$ cat config.mk
export PLATFORM = sky130hd
export DESIGN_NAME = print_host_if
export DESIGN_NICKNAME = d
export VERILOG_FILES = /design/src/core/print_if_pkg.sv /design/src/core/print_host_if.sv
export SDC_FILE = /design/constraint.sdc
export NUM_CORES = 1
export LEC_CHECK = 0
export BUFFER_PORTS_ARGS = -buffer_cell sky130_fd_sc_hd__buf_2
export CAP_MARGIN = 15
export CELL_PAD_IN_SITES_DETAIL_PLACEMENT = 1
export CELL_PAD_IN_SITES_GLOBAL_PLACEMENT = 2
export CORE_AREA = 2 2 213 215
export CTS_CLUSTER_DIAMETER = 60
export DETAILED_ROUTE_END_ITERATION = 8
export DIE_AREA = 0 0 215 217
export PLACE_DENSITY = 0.8
export SYNTH_ARGS = -nofsm -noshare
export SYNTH_HDL_FRONTEND = slang
export SYNTH_SLANG_ARGS = --single-unit
$ cat constraint.sdc
create_clock -name clk -period 8.5 [get_ports clk]
set_clock_uncertainty 0.05 [all_clocks]
set_input_delay 0.425 -clock clk [delete_from_list [all_inputs] [get_ports clk]]
set_output_delay 0.425 -clock clk [all_outputs]
set_load 0.05 [all_outputs]
$ cat src/core/print_if_pkg.sv
// Constants, field layout and carrier types for the print controller host interface
package print_if_pkg;

	// Clock and timing
	localparam int CLK_HZ = 20_000_000;
	localparam int NORM_PARK_MS = 20;
	localparam int NORM_PARK_CYC = NORM_PARK_MS * (CLK_HZ / 1000);
	localparam int FAST_PARK_US = 32;
	localparam int FAST_PARK_CYC = FAST_PARK_US * (CLK_HZ / 1_000_000);
	localparam int INIT_MS = 500;
	localparam int INIT_CYC = INIT_MS * (CLK_HZ / 1000);
	localparam int BOOT_US = 100;
	localparam int BOOT_CYC = BOOT_US * (CLK_HZ / 1_000_000);
	localparam int VSYNC_LOSS_MS = 50;
	localparam int VSYNC_LOSS_CYC = VSYNC_LOSS_MS * (CLK_HZ / 1000);
	localparam int PRINT_SETUP_US = 1000;
	localparam int PRINT_SETUP_CYC = PRINT_SETUP_US * (CLK_HZ / 1_000_000);
	localparam int SYNC_LAT = 3;
	localparam int CNT_W = 24;

	// Frame geometry
	localparam int PIX_W = 8;
	localparam int POS_W = 11;
	localparam logic [POS_W-1:0] LAND_COLS = 11'h500;
	localparam logic [POS_W-1:0] LAND_ROWS = 11'h2d0;
	localparam logic [POS_W-1:0] PORT_COLS = 11'h2d0;

	// Register bus
	localparam int ADDR_W = 8;
	localparam int DATA_W = 32;
	localparam logic [ADDR_W-1:0] OFF_CTRL = 8'h00;
	localparam logic [ADDR_W-1:0] OFF_LAYER = 8'h04;
	localparam logic [ADDR_W-1:0] OFF_CMD = 8'h08;
	localparam logic [ADDR_W-1:0] OFF_BRIGHT = 8'h0c;
	localparam logic [ADDR_W-1:0] OFF_STATUS = 8'h10;
	localparam logic [ADDR_W-1:0] OFF_FRAMES = 8'h14;

	// Control field positions
	localparam int CTRL_PRINT = 0;
	localparam int CTRL_ROTATE = 1;
	localparam int CTRL_MASK_LOW = 2;
	localparam int CTRL_VS_FALL = 3;
	localparam int CTRL_HS_FALL = 4;
	localparam int CTRL_W = 5;
	localparam logic [CTRL_W-1:0] CTRL_RST = 5'h00;
	localparam int CMD_LAYER = 0;
	localparam int LAYER_W = 16;
	localparam logic [LAYER_W-1:0] LAYER_RST = 16'h0001;
	localparam logic [PIX_W-1:0] BRIGHT_RST = 8'h00;
	localparam int FRAMES_W = 16;

	// Async pins grouped for the synchroniser chain
	typedef struct packed {
		logic vsync;
		logic hsync;
		logic valid;
		logic mask;
		logic pclk;
		logic [PIX_W-1:0] data;
		logic normParkN;
		logic fastParkN;
	} pins_type;

	// Pixel written toward the mirror array frame store
	typedef struct packed {
		logic [POS_W-1:0] col;
		logic [POS_W-1:0] row;
		logic [PIX_W-1:0] value;
	} pixel_type;

	// Status word
	typedef struct packed {
		logic initDone;
		logic printReady;
		logic printActive;
		logic parked;
		logic seqRunning;
		logic vsyncLost;
		logic frameMasked;
	} status_type;

	typedef enum logic [1:0] {INIT_BOOT, INIT_AUTO, INIT_DONE} init_type;
	typedef enum logic [1:0] {PRINT_OFF, PRINT_SETUP, PRINT_READY, PRINT_EXPOSE} print_type;
	typedef enum logic [1:0] {PARK_RUN, PARK_BUSY, PARK_DONE} park_type;

endpackage

$ cat src/core/print_host_if.sv
// Host-facing pixel, print handshake, park and start-up logic of the print controller
module print_host_if
	import print_if_pkg::*;
#(
	parameter int NormParkCyc = print_if_pkg::NORM_PARK_CYC,
	parameter int InitCyc = print_if_pkg::INIT_CYC,
	parameter int VsyncLossCyc = print_if_pkg::VSYNC_LOSS_CYC,
	parameter int PrintSetupCyc = print_if_pkg::PRINT_SETUP_CYC
) (
	// Clock, reset, enable
	input wire logic clk,
	input wire logic rst,
	input wire logic ce,
	// Parallel pixel input
	input wire logic vsyncIn,
	input wire logic hsyncIn,
	input wire logic pixelValidIn,
	input wire logic [print_if_pkg::PIX_W-1:0] pixelBus,
	input wire logic pixelClk,
	input wire logic frameMaskIn,
	// Park requests
	input wire logic normalParkReqN,
	input wire logic fastParkReqN,
	// Register port
	input wire logic [print_if_pkg::ADDR_W-1:0] regAddr,
	input wire logic [print_if_pkg::DATA_W-1:0] regWdata,
	input wire logic regWr,
	input wire logic regRd,
	output logic [print_if_pkg::DATA_W-1:0] regRdata,
	// Print handshake
	output logic printReadyOut,
	output logic printActiveOut,
	// Start-up interrupt pin, tri-state style with enable, driven high or low
	output logic hostIrqOut,
	output logic hostIrqOeN,
	// Toward the array
	output print_if_pkg::pixel_type pixWrite,
	output logic pixWriteValid,
	output logic illumOn,
	output logic mirrorArrayParked
);
	import print_if_pkg::*;

	// Converts a cycle figure to a counter value
	function automatic logic [CNT_W-1:0] cyc(input int n);
		cyc = CNT_W'(n);
	endfunction

	// Saturating brightness offset used only outside print mode
	function automatic logic [PIX_W-1:0] satAdd(input logic [PIX_W-1:0] a,
		input logic [PIX_W-1:0] b);
		logic [PIX_W:0] s;
		s = {1'b0, a} + {1'b0, b};
		satAdd = s[PIX_W] ? {PIX_W{1'b1}} : s[PIX_W-1:0];
	endfunction

	// Active-edge test with selectable polarity
	function automatic logic activeEdge(input logic now, input logic prev, input logic fall);
		activeEdge = fall ? (prev & ~now) : (now & ~prev);
	endfunction

	// Chain starts at the idle pin levels, so reset cannot fake a park request edge
	localparam pins_type PINS_IDLE = '{normParkN: 1'b1, fastParkN: 1'b1, default: '0};

	pins_type pinsRaw; // Pins bundled for the chain
	pins_type sync1_r; // First stage, read only by the second
	pins_type sync2_r; // Second stage
	pins_type sync3_r; // Third stage
	pins_type stable_r; // Accepted value once stages two and three agree
	pins_type prev_r; // Previous accepted value for edge finding

	logic [CTRL_W-1:0] ctrl_r; // Mode bits
	logic [LAYER_W-1:0] layerFrames_r; // Frames per layer
	logic [PIX_W-1:0] bright_r; // Video offset
	logic [FRAMES_W-1:0] frames_r; // Frames shown
	init_type initState_r; // Start-up phase
	print_type printState_r; // Print flow
	park_type parkState_r; // Park flow
	logic [CNT_W-1:0] initCnt_r; // Start-up timer
	logic [CNT_W-1:0] parkCnt_r; // Park timer
	logic [CNT_W-1:0] setupCnt_r; // Print setup timer
	logic [CNT_W-1:0] vsLossCnt_r; // Time since last sync toggle
	logic [LAYER_W-1:0] exposed_r; // Frames exposed in this layer
	logic vsyncLost_r; // Sync stopped
	logic frameMasked_r; // Current frame blocked
	logic [POS_W-1:0] col_r; // Input column
	logic [POS_W-1:0] row_r; // Input row
	logic initDone; // Start-up complete
	logic seqRunning; // Sequencer may run
	logic vsEdge; // Frame start
	logic hsEdge; // Line start
	logic pclkRise; // Pixel clock edge
	logic layerCmd; // Accepted layer command
	status_type status; // Status word

	assign pinsRaw = '{vsync: vsyncIn, hsync: hsyncIn, valid: pixelValidIn,
		mask: frameMaskIn, pclk: pixelClk, data: pixelBus,
		normParkN: normalParkReqN, fastParkN: fastParkReqN};
	assign initDone = (initState_r == INIT_DONE);
	assign seqRunning = initDone & ~vsyncLost_r & (parkState_r == PARK_RUN);
	assign vsEdge = activeEdge(stable_r.vsync, prev_r.vsync, ctrl_r[CTRL_VS_FALL]);
	assign hsEdge = activeEdge(stable_r.hsync, prev_r.hsync, ctrl_r[CTRL_HS_FALL]);
	assign pclkRise = stable_r.pclk & ~prev_r.pclk;
	assign layerCmd = regWr & initDone & (regAddr == OFF_CMD) & regWdata[CMD_LAYER]
		& (printState_r == PRINT_READY);
	assign status = '{initDone: initDone, printReady: printReadyOut,
		printActive: printActiveOut, parked: mirrorArrayParked,
		seqRunning: seqRunning, vsyncLost: vsyncLost_r, frameMasked: frameMasked_r};

	// Three-stage chain; a change is taken only once the last two stages agree
	always_ff @(posedge clk or posedge rst) begin
		if (rst) begin
			sync1_r <= PINS_IDLE;
			sync2_r <= PINS_IDLE;
			sync3_r <= PINS_IDLE;
			stable_r <= PINS_IDLE;
			prev_r <= PINS_IDLE;
		end else if (ce) begin
			sync1_r <= pinsRaw;
			sync2_r <= sync1_r;
			sync3_r <= sync2_r;
			// Per bit, so a slow bit does not hold back the others
			for (int i = 0; i < $bits(pins_type); i++) begin
				if (sync2_r[i] == sync3_r[i]) begin
					stable_r[i] <= sync3_r[i];
				end
			end
			prev_r <= stable_r;
		end
	end

	// Register writes; ignored until start-up finishes
	always_ff @(posedge clk or posedge rst) begin
		if (rst) begin
			ctrl_r <= CTRL_RST;
			layerFrames_r <= LAYER_RST;
			bright_r <= BRIGHT_RST;
		end else if (ce && regWr && initDone) begin
			unique case (regAddr)
				OFF_CTRL: ctrl_r <= regWdata[CTRL_W-1:0];
				OFF_LAYER: layerFrames_r <= regWdata[LAYER_W-1:0];
				OFF_BRIGHT: bright_r <= regWdata[PIX_W-1:0];
				default: ; // Other offsets hold no writable state
			endcase
		end
	end

	// Read data stands in the cycle after the strobe only
	always_ff @(posedge clk or posedge rst) begin
		if (rst) begin
			regRdata <= '0;
		end else if (ce) begin
			regRdata <= '0;
			if (regRd) begin
				unique case (regAddr)
					OFF_CTRL: regRdata <= DATA_W'(ctrl_r);
					OFF_LAYER: regRdata <= DATA_W'(layerFrames_r);
					OFF_BRIGHT: regRdata <= DATA_W'(bright_r);
					OFF_STATUS: regRdata <= DATA_W'(status);
					OFF_FRAMES: regRdata <= DATA_W'(frames_r);
					default: regRdata <= '0; // Unmapped and command offsets read zero
				endcase
			end
		end
	end

	// Start-up: undriven through boot, driven high during auto-init, low when done
	always_ff @(posedge clk or posedge rst) begin
		if (rst) begin
			initState_r <= INIT_BOOT;
			initCnt_r <= '0;
			hostIrqOut <= 1'b0;
			hostIrqOeN <= 1'b1;
		end else if (ce) begin
			unique case (initState_r)
				INIT_BOOT: begin
					if (initCnt_r == cyc(BOOT_CYC - 1)) begin
						initState_r <= INIT_AUTO;
						hostIrqOut <= 1'b1;
						hostIrqOeN <= 1'b0;
					end
					initCnt_r <= initCnt_r + 1'b1;
				end
				INIT_AUTO: begin
					// Whole start-up is bounded by the init figure
					if (initCnt_r == cyc(InitCyc - 1)) begin
						initState_r <= INIT_DONE;
						hostIrqOut <= 1'b0;
					end
					initCnt_r <= initCnt_r + 1'b1;
				end
				INIT_DONE: ;
			endcase
		end
	end

	// Park handling; fast request wins, both timed from the raw pin edge
	always_ff @(posedge clk or posedge rst) begin
		if (rst) begin
			parkState_r <= PARK_RUN;
			parkCnt_r <= '0;
			mirrorArrayParked <= 1'b0;
		end else if (ce) begin
			unique case (parkState_r)
				PARK_RUN: begin
					// Sync latency is taken off so the pin-to-done time meets the limit
					if (!stable_r.fastParkN) begin
						parkState_r <= PARK_BUSY;
						parkCnt_r <= cyc(FAST_PARK_CYC - 2 * SYNC_LAT);
					end else if (!stable_r.normParkN) begin
						parkState_r <= PARK_BUSY;
						parkCnt_r <= cyc(NormParkCyc - 2 * SYNC_LAT);
					end
				end
				PARK_BUSY: begin
					if (!stable_r.fastParkN && parkCnt_r > cyc(FAST_PARK_CYC - 2 * SYNC_LAT)) begin
						parkCnt_r <= cyc(FAST_PARK_CYC - 2 * SYNC_LAT);
					end else if (parkCnt_r == '0) begin
						parkState_r <= PARK_DONE;
						mirrorArrayParked <= 1'b1;
					end else begin
						parkCnt_r <= parkCnt_r - 1'b1;
					end
				end
				PARK_DONE: begin
					// Host keeps each level long, so release is a plain level test
					if (stable_r.fastParkN && stable_r.normParkN) begin
						parkState_r <= PARK_RUN;
						mirrorArrayParked <= 1'b0;
					end
				end
			endcase
		end
	end

	// Sync watchdog: any toggle of the vertical sync restarts it
	always_ff @(posedge clk or posedge rst) begin
		if (rst) begin
			vsLossCnt_r <= '0;
			vsyncLost_r <= 1'b0;
		end else if (ce) begin
			if (stable_r.vsync != prev_r.vsync) begin
				vsLossCnt_r <= '0;
				vsyncLost_r <= 1'b0;
			end else if (initDone && vsLossCnt_r == cyc(VsyncLossCyc - 1)) begin
				vsyncLost_r <= 1'b1;
			end else if (initDone) begin
				vsLossCnt_r <= vsLossCnt_r + 1'b1;
			end
		end
	end

	// Mask is sampled at frame start, which lies in vertical blanking
	always_ff @(posedge clk or posedge rst) begin
		if (rst) begin
			frameMasked_r <= 1'b0;
			frames_r <= '0;
		end else if (ce && vsEdge && seqRunning) begin
			frameMasked_r <= stable_r.mask ^ ctrl_r[CTRL_MASK_LOW];
			if (!frameMasked_r) begin
				frames_r <= frames_r + 1'b1;
			end
		end
	end

	// Input position counters
	always_ff @(posedge clk or posedge rst) begin
		if (rst) begin
			col_r <= '0;
			row_r <= '0;
		end else if (ce) begin
			if (vsEdge) begin
				col_r <= '0;
				row_r <= '0;
			end else if (hsEdge) begin
				col_r <= '0;
				row_r <= (row_r == LAND_COLS - 1'b1) ? row_r : row_r + 1'b1;
			end else if (pclkRise && stable_r.valid && col_r != LAND_COLS - 1'b1) begin
				col_r <= col_r + 1'b1;
			end
		end
	end

	// Pixel capture; masked frames never reach the array, so the old image stays
	always_ff @(posedge clk or posedge rst) begin
		if (rst) begin
			pixWrite <= '0;
			pixWriteValid <= 1'b0;
		end else if (ce) begin
			pixWriteValid <= 1'b0;
			if (pclkRise && stable_r.valid && seqRunning && !frameMasked_r) begin
				pixWriteValid <= 1'b1;
				if (ctrl_r[CTRL_ROTATE]) begin
					// Portrait column becomes row counted from the bottom
					pixWrite.col <= row_r;
					pixWrite.row <= PORT_COLS - 1'b1 - col_r;
				end else begin
					pixWrite.col <= col_r;
					pixWrite.row <= row_r;
				end
				// Print mode shows the pattern exactly, so no offset there
				pixWrite.value <= ctrl_r[CTRL_PRINT] ? stable_r.data
					: satAdd(stable_r.data, bright_r);
			end
		end
	end

	// Print flow: setup, ready, expose a layer, then dark
	always_ff @(posedge clk or posedge rst) begin
		if (rst) begin
			printState_r <= PRINT_OFF;
			setupCnt_r <= '0;
			exposed_r <= '0;
			printReadyOut <= 1'b0;
			printActiveOut <= 1'b0;
		end else if (ce) begin
			unique case (printState_r)
				PRINT_OFF: begin
					if (ctrl_r[CTRL_PRINT]) begin
						printState_r <= PRINT_SETUP;
						setupCnt_r <= '0;
					end
				end
				PRINT_SETUP: begin
					if (!ctrl_r[CTRL_PRINT]) begin
						printState_r <= PRINT_OFF;
					end else if (setupCnt_r == cyc(PrintSetupCyc - 1)) begin
						printState_r <= PRINT_READY;
						printReadyOut <= 1'b1;
					end else begin
						setupCnt_r <= setupCnt_r + 1'b1;
					end
				end
				PRINT_READY: begin
					if (!ctrl_r[CTRL_PRINT]) begin
						printState_r <= PRINT_OFF;
						printReadyOut <= 1'b0;
					end else if (layerCmd && seqRunning) begin
						printState_r <= PRINT_EXPOSE;
						exposed_r <= '0;
						printReadyOut <= 1'b0;
						printActiveOut <= 1'b1;
					end
				end
				PRINT_EXPOSE: begin
					// Losing sync or parking ends the layer early
					if (!seqRunning || exposed_r == layerFrames_r) begin
						printState_r <= PRINT_READY;
						printReadyOut <= 1'b1;
						printActiveOut <= 1'b0;
					end else if (vsEdge && !frameMasked_r) begin
						exposed_r <= exposed_r + 1'b1;
					end
				end
			endcase
		end
	end

	// Illumination follows the sequencer; in print mode only during a layer
	always_ff @(posedge clk or posedge rst) begin
		if (rst) begin
			illumOn <= 1'b0;
		end else if (ce) begin
			illumOn <= seqRunning & (ctrl_r[CTRL_PRINT] ? (printState_r == PRINT_EXPOSE
				&& exposed_r != layerFrames_r) : 1'b1);
		end
	end

endmodule

; After elaboration in Yosys (flattened, before gate mapping)
; Index checks and enable logic that the tools add are counted.
[classes]
add_sub_neg = 10
n_lt_le_gt_ge = 1
n_eq_ne = 56
muxes = 67
bitwise = 20
n_reduce_logical = 69
[ops]
columns = op, count
row1 = 2-to-1 mux 24 bit, 10
row2 = case mux 24 bit (2 select lines), 2
row3 = 2-to-1 mux 16 bit, 5
row4 = case mux 16 bit (5 select lines), 1
row5 = adder 24 x 1 -> 24 bit (second input constant), 3
row6 = 2-to-1 mux 11 bit, 6
row7 = AND reduction 2 bit, 23
row8 = adder 16 x 1 -> 16 bit (second input constant), 2
row9 = case mux 16 bit (2 select lines), 1
row10 = != test 2 bit (second input constant), 15
row11 = 2-to-1 mux 2 bit, 13
row12 = AND reduction 5 bit, 5
row13 = == test 24 x 11 -> 1 bit (second input constant), 1
row14 = == test 24 x 15 -> 1 bit (second input constant), 1
row15 = == test 24 x 20 -> 1 bit (second input constant), 1
row16 = == test 24 bit (second input constant), 1
row17 = > comparator 24 x 10 -> 1 bit (second input constant), 1
row18 = logical NOT 24 bit, 1
row19 = subtractor 24 x 1 -> 24 bit (second input constant), 1
row20 = adder 11 x 1 -> 11 bit (second input constant), 2
row21 = 2-to-1 mux 22 bit, 1
row22 = 2-to-1 mux 1 bit, 19
row23 = == test 16 bit, 1
row24 = == test 8 x 4 -> 1 bit (second input constant), 2
row25 = other kinds (34), 105
[word_totals]
ff_bits = 319
in_bits = 60
out_inout_bits = 69
wordCells = 292

; Depth between registers and ports, before layout
[depth]
ltp_word = 9
mapped_depth = 11
mapped_depth_nobuf = 9

; Least setup slack after synthesis
; No wires, ideal clock.
[synth_timing]
kind = flip-flop to flip-flop
start = register initState_r[0]
end = register pixWrite[7] (netlist bit)
setup_ns = 0.126
arrival_time_ns = 2.369
required_time_ns = 8.324
setup_slack_ns = 5.956
path_stages_with_launch = 8
path_buffers = 2
synth_period_minus_slack_ns = 2.544
path_cell_list = dfrtp_1 and2b_1 or3b_2 or3b_2 clkbuf_1 clkbuf_1 nor3_1 nor3_1
[synth_between]
elab_chain_cells = 6
[synth_rtl]
columns = item, line_no
row1 = "start, declared", print_host_if.sv:76  ; init_type initState_r;
row2 = "start signal, assigned", print_host_if.sv:170  ; initState_r <= INIT_BOOT;
row3 = "start signal, assigned", print_host_if.sv:178  ; initState_r <= INIT_AUTO;
row4 = "start signal, assigned", print_host_if.sv:187  ; initState_r <= INIT_DONE;
row5 = == test 2 bit, print_host_if.sv:99  ; assign initDone = (initState_r == INIT_DONE);
row6 = AND 1 bit (2 in series), print_host_if.sv:100  ; assign seqRunning = initDone & ~vsyncLost_r & (parkState_r == PARK_RUN);
row7 = logical AND 1 bit (2 in series), print_host_if.sv:291  ; if (pclkRise && stable_r.valid && seqRunning && !frameMasked_r) begin
row8 = AND reduction 2 bit (no source line), --
row9 = "end, declared", print_host_if.sv:37  ; output print_if_pkg::pixel_type pixWrite,
; No other way between the ends.
; A chain may end at the register's enable or synchronous reset.

; Worst setup path in the final report
[layout_timing]
start = register parkState_r[0]
end = register exposed_r[6]
[layout_between]
elab_chain_cells = 6
word_cells_on_any_way = 8
classes_between = eq/ne (2) / bitwise (1) / reduce/logical (5)
[layout_rtl]
columns = item, line_no
row1 = "start, declared", print_host_if.sv:78  ; park_type parkState_r;
row2 = "start signal, assigned", print_host_if.sv:200  ; parkState_r <= PARK_RUN;
row3 = "start signal, assigned", print_host_if.sv:208  ; parkState_r <= PARK_BUSY;
row4 = "start signal, assigned", print_host_if.sv:211  ; parkState_r <= PARK_BUSY;
row5 = logical NOT 2 bit (*), print_host_if.sv:100
row6 = AND 1 bit (*), print_host_if.sv:100
row7 = logical NOT 1 bit, print_host_if.sv:347  ; if (!seqRunning || exposed_r == layerFrames_r) begin
row8 = logical OR 1 bit, print_host_if.sv:347
row9 = != test 2 bit (no source line), --
row10 = AND reduction 6 bit (no source line) (*), --
row11 = "end signal, assigned", print_host_if.sv:352  ; exposed_r <= exposed_r + 1'b1;
row12 = "end, declared", print_host_if.sv:83  ; logic [LAYER_W-1:0] exposed_r;
; Mark *: on every way between the ends. The rest lies on a longest branch, timed or not.

==> metrics <==
outcome complete, no violations; multiplexer share of the synthesized area 0.0700; port buffer count 96; dpl cell area roughly 16000 µm²; Worst EP required 8.92 ns; clock sinks around 300; Horiz. Die Dim 215 µm; fin. max-slew vios 0; Synth top cells by count 292 x dfrtp_1, 157 x nand2_1, 126 x o21ai_0, 105 x nor2_1, 71 x a21oi_1; clk slew on worst S/H paths around 0.060 ns; Final min period 3.23 ns; Layout Utilization 0.396; First-pass DRT Iterations 5; startpoint types flop; Remaining DRCs 0; clk buf depth 3; final setup TNS 0 ns; GR Util met2 0.299; GPL Wtd Cong around 0.83; syn avg cell area 9.95 µm²; Synth area leader dfrtp_1; fmax 309 MHz; period utilization 0.381; WL/cell 18.3 µm; Critical Path Fanout Max 16; total gr overflow 0; Reg-to-Reg End exposed_r[6]; post-synth top area share 0.477; number of flops mapped to enable cells by yosys 0; DIE AREA 46700 µm²; RSZ-0062 raised after global routing no; worst setup path class reg -> reg; htree depth 2; maxcap violations 0; Post-Synth XOR/XNOR Area 0.0589; Seq/Total Area, Yosys 0.495; reg2reg path depth 9; Die H 217 µm; final WL 41.2 mm; Post-synth ARST share 1.00; synthesis-stage register bit count 302; setup repair bufs after CTS 0; I/O pin count 129; Routed Antenna Nets 0; top cells by area, synth dfrtp_1 48%, mux2_2 4.7%, o21ai_0 4.1%; WP data arrival roughly 3.7 ns; Via density 5.27; main combinational cell family by area after synthesis simple AND/OR/NAND/NOR gates; Iteration-0 DRC Markers 640; R2R Path Start parkState_r[0]; power per cell area 230 nW/µm²; peak supply drop 0.122 mV; hpwl dp 28.8 mm; vias in the first global route 12.4k; GR Util met3 0.0263; clk_lat worst skew 0.55 ns; area of the multi-input gates just over 7000 µm²; CTS Root Cell clkbuf_16; Reg2Reg Setup Slack 5.27 ns; Rel. slew slack 0.313; adder-cell area share of the yosys netlist 0.0209; most frequent cell after synthesis dfrtp_1; worst min path class in -> async; Yosys cell types between 70 and 80; CTS tree yes; DR vias 11.9k; Compound-Gate Fraction of Synth Area 0.125; Final Hold Fails 0; Worst setup EP type flop; initial antenna violation count 2; share of cells above drive strength 1 0.161; CTS buffer count 39; Core Area 44700 µm²; Cells after Synth between 1.5k and 2k; first-pass GRT wire length 67.6 mm; Final #Nets between 1.5k and 2k; GRT Overall Usage 0.178; Yosys Warn Count 0; finished layout cell area 17700 µm²; area added between synthesis and finish 15.7%; ys flop type dfrtp_1; CTS Hold Bufs 0; GRT Max-Usage Layer met2; Worst Tran Pin Value between 1 and 1.5 ns; synthesized area 15300 µm²; Cell Rows 78; leak pwr roughly 0.008 µW; Starting Density 0.342; post-cts resize count 0; largest net degree at the start of global routing 178; Fillers 5083; Fin Hold WS approximately 0.031 ns; simple logic cell fraction of the synthesized area 0.191; global routing met1 resource utilization 0.237; sequential standard cell area 7570 µm²; Setup-failing EPs final 0
[worst max-delay path, stage by stage (launching register included)]
cell and delay [ns]:
dfrtp_1 0.40, inv_1 0.09, ha_1 0.23, nor4bb_2 0.33, buf_4 0.25, nand4bb_1 0.16
o21ai_2 0.40, nand4_2 0.43, or4_1 0.62, a21oi_1 0.18
[cell usage in the layout, fill, tap and decap left out, types with 9 or more instances in the layout]
| cell | netlist | routed |
|---|---|---|
| nor2_1 | 105 | 105 |
| nand2b_1 | 13 | 13 |
| o2bb2ai_1 | 17 | 17 |
| dfrtp_1 | 292 | 292 |
| a21oi_1 | 71 | 71 |
| clkbuf_1 | 46 | 12 |
| inv_1 | 60 | 59 |
| nor2b_1 | 9 | 9 |
| and3_1 | 28 | 28 |
| o211ai_1 | 10 | 10 |
| and4_1 | 10 | 10 |
| or3_1 | 9 | 9 |
| xnor2_1 | 48 | 48 |
| buf_4 | 20 | 10 |
| clkbuf_16 | 0 | 41 |
| xor2_1 | 55 | 55 |
| o21ai_0 | 126 | 126 |
| and2_1 | 10 | 10 |
| nor4_1 | 23 | 23 |
| buf_2 | 7 | 96 |
| nand2_1 | 157 | 157 |
| a22oi_1 | 9 | 9 |
| nand4_1 | 40 | 40 |
| dfstp_2 | 10 | 10 |
| o31ai_1 | 25 | 25 |
| nor3_1 | 30 | 29 |
| nand3_1 | 55 | 55 |
| conb_1 | 1 | 16 |
| or4_1 | 24 | 24 |
| mux2i_1 | 35 | 35 |
| mux2_2 | 64 | 64 |
| ha_1 | 24 | 24 |
[area by class of cell]
cell class,instances,share of cell area
flip-flops and latches,302,0.428
multi-input cells,1112,0.406
clock buffers,60,0.0659
well taps,600,0.0424
repair buffers,108,0.0336
inverters,60,0.0129
clock inverters,9,0.0109
diodes,3,0.000424
[state kept, by name, summed over array words and instances, names as in the netlist, 16 cells and up]
register       cells
pixWrite          30
initCnt_r         24
parkCnt_r         24
setupCnt_r        24
vsLossCnt_r       24
exposed_r         16
frames_r          16
layerFrames_r     16
regRdata          16
[cell families (layout without fill, tap and decap cells)]
family / after synthesis / in the layout
muxes: 99 / 99
buffers and inverters: 139 / 237
DFF: 302 / 302
AOI/OAI and AO/OA: 314 / 314
adders and majority gates: 25 / 25
other: 1 / 19
and+or+nand+nor: 555 / 555
xor gates and xnor gates: 103 / 103
[power by group]
group	total (µW)	internal, µW	switching, µW
registers	1700	1560	137
logic	625	231	394
clock network	1740	1100	645
[stage by stage]
stage          power (µW)  cells  setup WS [ns]
2_1_floorplan        2150   1553           4.02
3_3_place_gp         2310   2180           5.14
3_5_place_dp         2350   2180           5.04
4_1_cts              4130   2249           5.26
5_1_grt              4280   2253           5.08
6_report             4070   2254           5.27
[routing by layer]
layer | vias to the layer above | part of all wire
li1 | 5641 | -
met1 | 6017 | 0.46
met2 | 169 | 0.48
met3 | 54 | 0.031
met4 | 0 | 0.024
met5 | - | 0
[how the worst max path moves through the flow]
stage	from	endpoint	cells past startpoint
floorplan	rst	bright_r[0]	1
global placement	ce	exposed_r[5]	7
detailed placement	ce	exposed_r[6]	7
CTS	parkState_r[0]	exposed_r[6]	9
global route	parkCnt_r[0]	parkCnt_r[2]	8
finish	parkState_r[0]	exposed_r[6]	9
Note: power is estimated with default switching activity, not from simulation.
